## src/common/chan_div_pkg.sv

```systemverilog
// package: register map, field positions and shared types of the channel divider pair
package chan_div_pkg;

   // register indices as printed; byte address is four times the index
   localparam logic [9:0] idx_div0_cycle_counts = 10'h190;
   localparam logic [9:0] idx_div0_control      = 10'h191;
   localparam logic [9:0] idx_div0_routing      = 10'h192;
   localparam logic [9:0] idx_div1_cycle_counts = 10'h193;
   localparam logic [9:0] idx_div1_control      = 10'h194;
   localparam logic [9:0] idx_div1_routing      = 10'h195;
   localparam int         div_regs_per_chan     = 3;

   // clock input selection field values
   localparam logic [1:0] sel_ext_clock  = 2'h0;
   localparam logic [1:0] sel_no_effect  = 2'h1;
   localparam logic [1:0] sel_oscillator = 2'h2;

   // control and routing register field positions
   localparam int bit_bypass      = 7;
   localparam int bit_sync_ignore = 6;
   localparam int bit_force_level = 5;
   localparam int bit_start_level = 4;
   localparam int bit_direct      = 1;
   localparam int bit_duty_off    = 0;

   // reset values
   localparam logic [7:0] reset_cycle_counts = 8'h00;
   localparam logic [7:0] reset_control      = 8'h00;
   localparam logic [7:0] reset_routing      = 8'h00;

   // settings of one divider as seen by its counter
   typedef struct packed
   {
      logic [3:0] low_cycles;
      logic [3:0] high_cycles;
      logic       bypass;
      logic       sync_ignore;
      logic       force_level;
      logic       start_level;
      logic [3:0] phase_offset;
      logic       direct_route;
      logic       duty_fix_disable;
   } div_cfg_s;

   // avalon slave request bundle
   typedef struct packed
   {
      logic [11:0] address;
      logic        read;
      logic        write;
      logic [31:0] writedata;
      logic [3:0]  byteenable;
   } avl_req_s;

endpackage

```

## src/core/chan_div_regfile.sv

```systemverilog
// register store of the divider pair, read data registered
`timescale 1ns/1ps
module chan_div_regfile
(
   // clock and reset
   input  wire logic        clk,
   input  wire logic        rst_b,
   // write port
   input  wire logic        wr_en,
   input  wire logic [2:0]  wr_sel,
   input  wire logic [7:0]  wr_data,
   // read port
   input  wire logic [2:0]  rd_sel,
   input  wire logic        rd_hit,
   output logic      [7:0]  rd_data,
   // contents
   output logic      [47:0] contents
);

   logic [7:0] store [0:5];

   // one always_ff per register slot
   genvar g;
   generate
      for (g = 0; g < 6; g++)
      begin : slot
         always_ff @(posedge clk)
         begin
            if (!rst_b)
               store[g] <= (g % chan_div_pkg::div_regs_per_chan == 0) ?
                           chan_div_pkg::reset_cycle_counts :
                           ((g % chan_div_pkg::div_regs_per_chan == 1) ?
                           chan_div_pkg::reset_control : chan_div_pkg::reset_routing);
            else if (wr_en && wr_sel == 3'(g))
               store[g] <= wr_data;
         end
         assign contents[g*8 +: 8] = store[g];
      end
   endgenerate

   // read data from a register; unmapped reads give zero
   always_ff @(posedge clk)
   begin
      if (!rst_b)
         rd_data <= 8'h00;
      else if (rd_hit && rd_sel < 3'd6)
         rd_data <= store[rd_sel];
      else
         rd_data <= 8'h00;
   end

endmodule

```

## src/core/chan_div_counter.sv

```systemverilog
// one programmable channel divider with sync, force, phase and bypass
`timescale 1ns/1ps
module chan_div_counter
(
   // clock and reset
   input  wire logic                    clk,
   input  wire logic                    rst_b,
   // settings and alignment
   input  wire chan_div_pkg::div_cfg_s  cfg,
   input  wire logic                    sync_req,
   // divided output
   output logic                         div_out,
   output logic                         running
);

   typedef enum logic [2:0]
   {
      st_align = 3'b001,
      st_delay = 3'b010,
      st_count = 3'b100
   } div_state_e;

   div_state_e state;
   logic [4:0] count;
   logic       level;
   logic       take_sync;

   assign take_sync = sync_req && !cfg.sync_ignore;

   // phase machine: align, wait phase offset, then toggle
   always_ff @(posedge clk)
   begin
      if (!rst_b)
      begin
         state <= st_align;
         count <= 5'd0;
         level <= 1'b0;
      end
      else if (take_sync || cfg.bypass)
      begin
         state <= st_align;
         count <= 5'd0;
         level <= cfg.start_level;
      end
      else
      begin
         case (state)
            st_align:
            begin
               state <= st_delay;
               count <= {1'b0, cfg.phase_offset};
               level <= cfg.start_level;
            end
            st_delay:
            begin
               if (count == 5'd0)
               begin
                  state <= st_count;
                  count <= level ? {1'b0, cfg.high_cycles} : {1'b0, cfg.low_cycles};
               end
               else
                  count <= count - 5'd1;
            end
            st_count:
            begin
               // a zero count is treated as one cycle so the output never stalls
               if (count <= 5'd1)
               begin
                  level <= !level;
                  count <= level ? {1'b0, cfg.low_cycles}
                                 : {1'b0, cfg.high_cycles};
               end
               else
                  count <= count - 5'd1;
            end
            default:
               state <= st_align;
         endcase
      end
   end

   // force only acts with sync ignored, so a sync cannot fight it;
   // the forced level is static in both polarities, even mid-count
   always_ff @(posedge clk)
   begin
      if (!rst_b)
         div_out <= 1'b0;
      else if (cfg.sync_ignore)
         div_out <= cfg.force_level;
      else
         div_out <= level;
   end

   assign running = (state == st_count);

endmodule

```

## src/core/chan_div_pair.sv

```systemverilog
// top of the two channel dividers with avalon register slave and output routing
//
// Summary of operation
// - low time is upper nibble cycles
// - high time is lower nibble cycles
// - bypass passes input clock straight through
// - sync ignore bit masks alignment request
// - force bit sets static output level when sync ignore is set
// - start bit picks initial output level
// - four bit phase offset delays start
// - direct bit zero selects divider output
// - direct with select 10 routes oscillator
// - select 00 routes external; 01 unchanged
// - duty fix disable bit turns correction off
// - divider zero at 190, one at 193
//
// Design decision made here: the Avalon-MM interface to the registers.
`timescale 1ns/1ps
module chan_div_pair
(
   // clock and reset
   input  wire logic        clk,
   input  wire logic        rst_b,
   // avalon-mm slave
   input  wire logic [11:0] avs_address,
   input  wire logic        avs_read,
   input  wire logic        avs_write,
   input  wire logic [31:0] avs_writedata,
   input  wire logic [3:0]  avs_byteenable,
   output logic      [31:0] avs_readdata,
   output logic             avs_waitrequest,
   // clock sources and chip controls
   input  wire logic        internal_oscillator,
   input  wire logic        ext_clock_in,
   input  wire logic [1:0]  clock_input_select,
   input  wire logic        sync_request,
   // output pairs
   output logic             pair_a_output_p,
   output logic             pair_a_output_n,
   output logic             pair_b_output_p,
   output logic             pair_b_output_n,
   // duty correction enables for the output stage
   output logic             pair_a_duty_fix_en,
   output logic             pair_b_duty_fix_en
);

   // ------------------------------------------------------------
   // bus decode
   // ------------------------------------------------------------

   chan_div_pkg::avl_req_s req;
   logic [47:0]            contents;
   logic [7:0]             rd_byte;
   logic [2:0]             sel;
   logic                   hit;
   logic                   ack;
   logic [9:0]             index;

   assign req   = '{avs_address, avs_read, avs_write, avs_writedata, avs_byteenable};
   assign index = req.address[11:2];

   // map a register index to its slot; slot 7 means unmapped
   function automatic logic [2:0] slot_of(input logic [9:0] idx);
      if (idx == chan_div_pkg::idx_div0_cycle_counts)
         slot_of = 3'd0;
      else if (idx == chan_div_pkg::idx_div0_control)
         slot_of = 3'd1;
      else if (idx == chan_div_pkg::idx_div0_routing)
         slot_of = 3'd2;
      else if (idx == chan_div_pkg::idx_div1_cycle_counts)
         slot_of = 3'd3;
      else if (idx == chan_div_pkg::idx_div1_control)
         slot_of = 3'd4;
      else if (idx == chan_div_pkg::idx_div1_routing)
         slot_of = 3'd5;
      else
         slot_of = 3'd7;
   endfunction

   assign sel = slot_of(index);
   assign hit = (sel != 3'd7);

   // one wait cycle: ack rises the cycle after a request, read data then ready
   always_ff @(posedge clk)
   begin
      if (!rst_b)
         ack <= 1'b0;
      else
         ack <= (req.read || req.write) && !ack;
   end

   assign avs_waitrequest = (req.read || req.write) && !ack;

   chan_div_regfile u_regs
   (
      .clk      (clk),
      .rst_b    (rst_b),
      .wr_en    (req.write && ack && hit && req.byteenable[0]),
      .wr_sel   (sel),
      .wr_data  (req.writedata[7:0]),
      .rd_sel   (sel),
      .rd_hit   (req.read && !ack && hit),
      .rd_data  (rd_byte),
      .contents (contents)
   );

   assign avs_readdata = {24'h00_0000, rd_byte};

   // ------------------------------------------------------------
   // sync request synchroniser
   // ------------------------------------------------------------

   logic sync_m1;
   logic sync_m2;
   logic sync_m3;
   logic sync_level;
   logic sync_level_d;
   logic sync_pulse;

   // three stages; a change counts when the second and third agree
   always_ff @(posedge clk)
   begin
      if (!rst_b)
      begin
         sync_m1    <= 1'b0;
         sync_m2    <= 1'b0;
         sync_m3    <= 1'b0;
         sync_level <= 1'b0;
      end
      else
      begin
         sync_m1 <= sync_request;
         sync_m2 <= sync_m1;
         sync_m3 <= sync_m2;
         if (sync_m2 == sync_m3)
            sync_level <= sync_m3;
      end
   end

   // rising edge of the filtered level restarts both dividers together
   always_ff @(posedge clk)
   begin
      if (!rst_b)
         sync_level_d <= 1'b0;
      else
         sync_level_d <= sync_level;
   end

   assign sync_pulse = sync_level && !sync_level_d;

   // ------------------------------------------------------------
   // dividers and routing
   // ------------------------------------------------------------

   logic [1:0] div_out;
   logic [1:0] pair_level;
   logic       source_clock;

   // oscillator is the default source; external when selected
   assign source_clock = (clock_input_select == chan_div_pkg::sel_ext_clock) ?
                         ext_clock_in : internal_oscillator;

   genvar c;
   generate
      for (c = 0; c < 2; c++)
      begin : chan
         chan_div_pkg::div_cfg_s cfg;
         logic [7:0]             cyc;
         logic [7:0]             ctl;
         logic [7:0]             rte;

         assign cyc = contents[(c*3+0)*8 +: 8];
         assign ctl = contents[(c*3+1)*8 +: 8];
         assign rte = contents[(c*3+2)*8 +: 8];

         // field unpack
         assign cfg.low_cycles       = cyc[7:4];
         assign cfg.high_cycles      = cyc[3:0];
         assign cfg.bypass           = ctl[chan_div_pkg::bit_bypass];
         assign cfg.sync_ignore      = ctl[chan_div_pkg::bit_sync_ignore];
         assign cfg.force_level      = ctl[chan_div_pkg::bit_force_level];
         assign cfg.start_level      = ctl[chan_div_pkg::bit_start_level];
         assign cfg.phase_offset     = ctl[3:0];
         assign cfg.direct_route     = rte[chan_div_pkg::bit_direct];
         assign cfg.duty_fix_disable = rte[chan_div_pkg::bit_duty_off];

         chan_div_counter u_div
         (
            .clk      (clk),
            .rst_b    (rst_b),
            .cfg      (cfg),
            .sync_req (sync_pulse),
            .div_out  (div_out[c]),
            .running  ()
         );

         // pick the level for this pair: direct, bypass or divided
         always_comb
         begin
            if (cfg.direct_route &&
                clock_input_select == chan_div_pkg::sel_oscillator)
               pair_level[c] = internal_oscillator;
            else if (cfg.direct_route &&
                     clock_input_select == chan_div_pkg::sel_ext_clock)
               pair_level[c] = ext_clock_in;
            else if (cfg.bypass)
               pair_level[c] = source_clock;
            else
               pair_level[c] = div_out[c];
         end
      end
   endgenerate

   // differential pairs; true and complement of the routed level
   assign pair_a_output_p = pair_level[0];
   assign pair_a_output_n = !pair_level[0];
   assign pair_b_output_p = pair_level[1];
   assign pair_b_output_n = !pair_level[1];

   // duty correction is analog; only its enable leaves this block
   assign pair_a_duty_fix_en = !chan[0].cfg.duty_fix_disable;
   assign pair_b_duty_fix_en = !chan[1].cfg.duty_fix_disable;

endmodule

```

## config.mk

```make
export PLATFORM = sky130hd
export DESIGN_NAME = chan_div_pair
export DESIGN_NICKNAME = d
export VERILOG_FILES = /design/src/common/chan_div_pkg.sv /design/src/core/chan_div_regfile.sv /design/src/core/chan_div_counter.sv /design/src/core/chan_div_pair.sv
export SDC_FILE = /design/constraint.sdc
export NUM_CORES = 1
export LEC_CHECK = 0
export BUFFER_PORTS_ARGS = -buffer_cell sky130_fd_sc_hd__buf_2
export CAP_MARGIN = 15
export CORE_UTILIZATION = 25
export CTS_CLUSTER_DIAMETER = 150
export CTS_CLUSTER_SIZE = 28
export DETAILED_ROUTE_END_ITERATION = 10
export PLACE_DENSITY_LB_ADDON = 0.3
export SKIP_LAST_GASP = 1
export SLEW_MARGIN = 20
export SYNTH_ARGS = -nofsm -noshare
export SYNTH_HDL_FRONTEND = slang
export SYNTH_SLANG_ARGS = --single-unit
```

## constraint.sdc

```tcl
create_clock -name clk -period 4.2 [get_ports clk]
set_clock_uncertainty 0.1 [all_clocks]
set_input_delay 0.21 -clock clk [delete_from_list [all_inputs] [get_ports clk]]
set_output_delay 0.21 -clock clk [all_outputs]
set_load 0.02 [all_outputs]
```

==> metrics <==
min-delay src=avs_read; first-pass GRT wire length=17,600 µm; hold crit path type=primary input to flop; Initial Util=between 20% and 30%; Wirelength per Cell=around 16 µm; maximum VDD drop=171 µV; CTS tree=done; worst reg2reg path endpoint=u_regs.store[2][3]$_SDFFCE_PN0P_; nets@finish=approximately 540; IO Pins=between 90 and 100; Tmin final=2.44 ns; routed wire length=between 10,000 and 15,000 µm; Ys Warns=0; Worst setup EP type=flop; CTS root buf=clkbuf_16; violated checks=DRC; Worst Setup Start Kind=flop; Crit-path slowest cell=nor4_1; DR iter-0 viols=between 150 and 200; Die W=135 µm; Reg2Reg Setup Slack=1.76 ns; GRT Residual Overflow=0; HPWL Detailed=8440 µm; P_leak=1.90 nW; fin. max-slew vios=0; CP Data Arrival Time=approximately 2.4 ns; fin cells=a little over 700; Area growth syn-to-layout=15.1%; total track usage=~13%; Port Buffers=42; Clock H-tree levels=3; CP max FO=5; Seq/Total Area, Yosys=between 40% and 50%; WHS Endpoint=ack$_SDFF_PN0_; routed vias/inst=4.83; worst reg2reg startpoint=ack$_SDFF_PN0_; routability cong.=between 0.8 and 0.9; status=finished, violations left; worst setup margin=1.76 ns; critical path, cell by cell=nand3_1 -> nor4_1 -> nand2_1 -> o21ai_0 -> buf_4; Die Ht=approximately 130 µm; clk sinks=82; largest net degree at the start of global routing=19; Post-synth top flop=edfxtp_1; ys async rst share=0%; Crit path max-delay family=simple AND/OR/NAND/NOR gates; distinct cell type count after synthesis=55; post-synthesis instance area=4390 µm²; pre-CTS WS=roughly 1.4 ns; period utilization=approximately three fifths; Longest Clk Path Bufs=2; initial antenna violation count=0; Rel. slew slack=approximately 43%; worst r2r path cells=5; RSZ-0062 raised after global routing=no; setup violators final=0; Clk Latency, worst-skew pair=between 0.3 and 0.4 ns; Post-synth EDFFs=48; Finished Core Util=29.3%; clk slew on worst S/H paths=around 0.07 ns; WP buf/inv=1; setup TNS=0 ns; Fmax=just over 400 MHz; Final Hold Vio Count=0; CP required=4.16 ns; post-placement cell count=690; layout cells sized above 1=between 15 and 20%; Core Area=~17,000 µm²; DR vias=between 3k and 4k; Gate Count Post-Synth=roughly 440; CTS buffer count=9; hold depth=3; vias in the first global route=approximately 3.3k; Yosys reg bits=slightly above 80; post_cts resized=0; DIE AREA=18,100 µm²; Slew @ Worst Pin=between 0.8 and 0.9 ns; Max Cap Violations=0; DR DRC count=1; CP max stage delay=0.61 ns; Antenna diodes=0; WS Path Type=flop to flop; std cell rows=between 40 and 50; Pwr Density=around 380 nW/µm²; syn avg cell area=a little over 10 µm²; First-pass DRT Iterations=8; Routed Antenna Nets=0
==> cell usage in the layout (no fill, tap or decap), types with 9 or more instances in the layout <==
cell type,netlist,layout
nand2_1,37,37
buf_2,2,42
o21ai_0,18,18
nor2_1,40,40
clkbuf_16,0,9
and2_1,52,52
edfxtp_1,48,48
a221oi_1,16,16
nor3_1,14,14
conb_1,1,24
inv_1,14,14
dfxtp_1,34,34
mux2i_1,16,16
o21a_1,9,9
==> kinds of logic (layout without fill, tap and decap cells) <==
| group | Yosys count | count (layout) | share of synthesized area (%) |
|---|---|---|---|
| AOI/OAI and AO/OA | 86 | 86 | 14.6 |
| xor gates and xnor gates | 5 | 5 | 0.998 |
| adders and majority gates | 5 | 5 | 1.43 |
| buffers and inverters | 53 | 77 | 6.64 |
| DFF | 82 | 82 | 48.3 |
| muxes | 24 | 24 | 5.70 |
| other | 1 | 24 | 0.0854 |
| and+or+nand+nor | 179 | 179 | 22.2 |
==> report_power, final <==
| group | leakage (nW) | switching [W] | total (W) | internal (W) |
|---|---|---|---|---|
| clock network | 0.124 | 0.000330 | 0.000749 | 0.000419 |
| logic | 1.01 | 0.000148 | 0.000240 | 0.0000919 |
| registers | 0.775 | 0.0000358 | 0.000915 | 0.000879 |
| total | 1.90 | 0.000514 | 0.00190 | 0.00139 |
==> synthesized netlist by cell type, types with 3 or more instances <==
cell type	number	area share [%]
and2_1	52	7.4
edfxtp_1	48	33
nor2_1	40	3.4
nand2_1	37	3.2
dfxtp_1	34	16
buf_4	24	4.1
o21ai_0	18	2.1
a221oi_1	16	3.2
mux2i_1	16	3.6
inv_1	14	1.2
nor3_1	14	1.6
clkbuf_1	12	1.0
o21a_1	9	1.5
mux2_2	8	2.1
o221ai_1	8	1.6
a21oi_1	7	0.80
nand2b_1	7	1.0
o22ai_1	6	0.86
ha_1	5	1.4
o221a_2	5	1.3
nand3_1	4	0.46
xnor2_1	4	0.80
or2_2	3	0.43
or4_1	3	0.51
==> timing repair <==
item / 4_1_cts / 5_1_grt
hold buffers: 1 / 0
hold endpoints to repair: 1 / 0
setup buffers: 0 / 0
==> metrics by stage <==
step / hold slack, ns / cell area (µm²) / power, W
6_report: 0.0466 / 5050 / 0.00190
3_3_place_gp: 0.322 / 4760 / 0.00116
3_5_place_dp: 0.323 / 4760 / 0.00117
5_1_grt: 0.0816 / 5050 / 0.00199
2_1_floorplan: 0.237 / 4480 / 0.00111
4_1_cts: 0.0422 / 5050 / 0.00192
==> per-layer routing <==
layer | GRT usage [%] | wire [µm] | up-vias
li1 | - | - | 1621
met1 | 17.6 | 5450 | 1656
met2 | 19.8 | 4870 | 124
met3 | 3.57 | 683 | 11
met4 | 4.43 | 141 | 0
met5 | 0 | 0 | -
==> cell type report <==
cell class,count,area [µm²]
fillers,1794,12200
flip-flops and latches,82,2120
clock inverters,5,38.8
repair buffers,47,250
inverters,14,52.6
clock buffers,11,243
well taps,225,282
multi-input cells,323,2060
==> worst max-delay path by stage <==
stage                    startpoint                                to  slack (ns)  depth (start not counted)
finish               ack$_SDFF_PN0_  u_regs.store[2][3]$_SDFFCE_PN0P_        1.76                          5
CTS                  ack$_SDFF_PN0_  u_regs.store[2][2]$_SDFFCE_PN0P_        1.76                          5
detailed placement  avs_address[11]  u_regs.store[2][4]$_SDFFCE_PN0P_        1.44                          6
floorplan           avs_address[11]  u_regs.store[4][0]$_SDFFCE_PN0P_        1.59                          4
global placement    avs_address[11]  u_regs.store[2][4]$_SDFFCE_PN0P_        1.47                          6
global route         ack$_SDFF_PN0_  u_regs.store[2][3]$_SDFFCE_PN0P_        1.53                          5
==> state kept, by name (all words and copies together), names as in the netlist, 2 cells and up <==
signal / flops
chan.u_div.count: 10
chan.u_div.state: 6
u_regs.rd_data: 8
chan.u_div.level: 2
chan.u_div.div_out: 2
u_regs.store: 48
==> worst register-to-register path, cell delays in order, from the launching register on <==
cell and delay, ns:
dfxtp_1 0.36, nand3_1 0.12, nor4_1 0.61, nand2_1 0.21, o21ai_0 0.49, buf_4 0.25
Power figures use the tool's default switching activity.
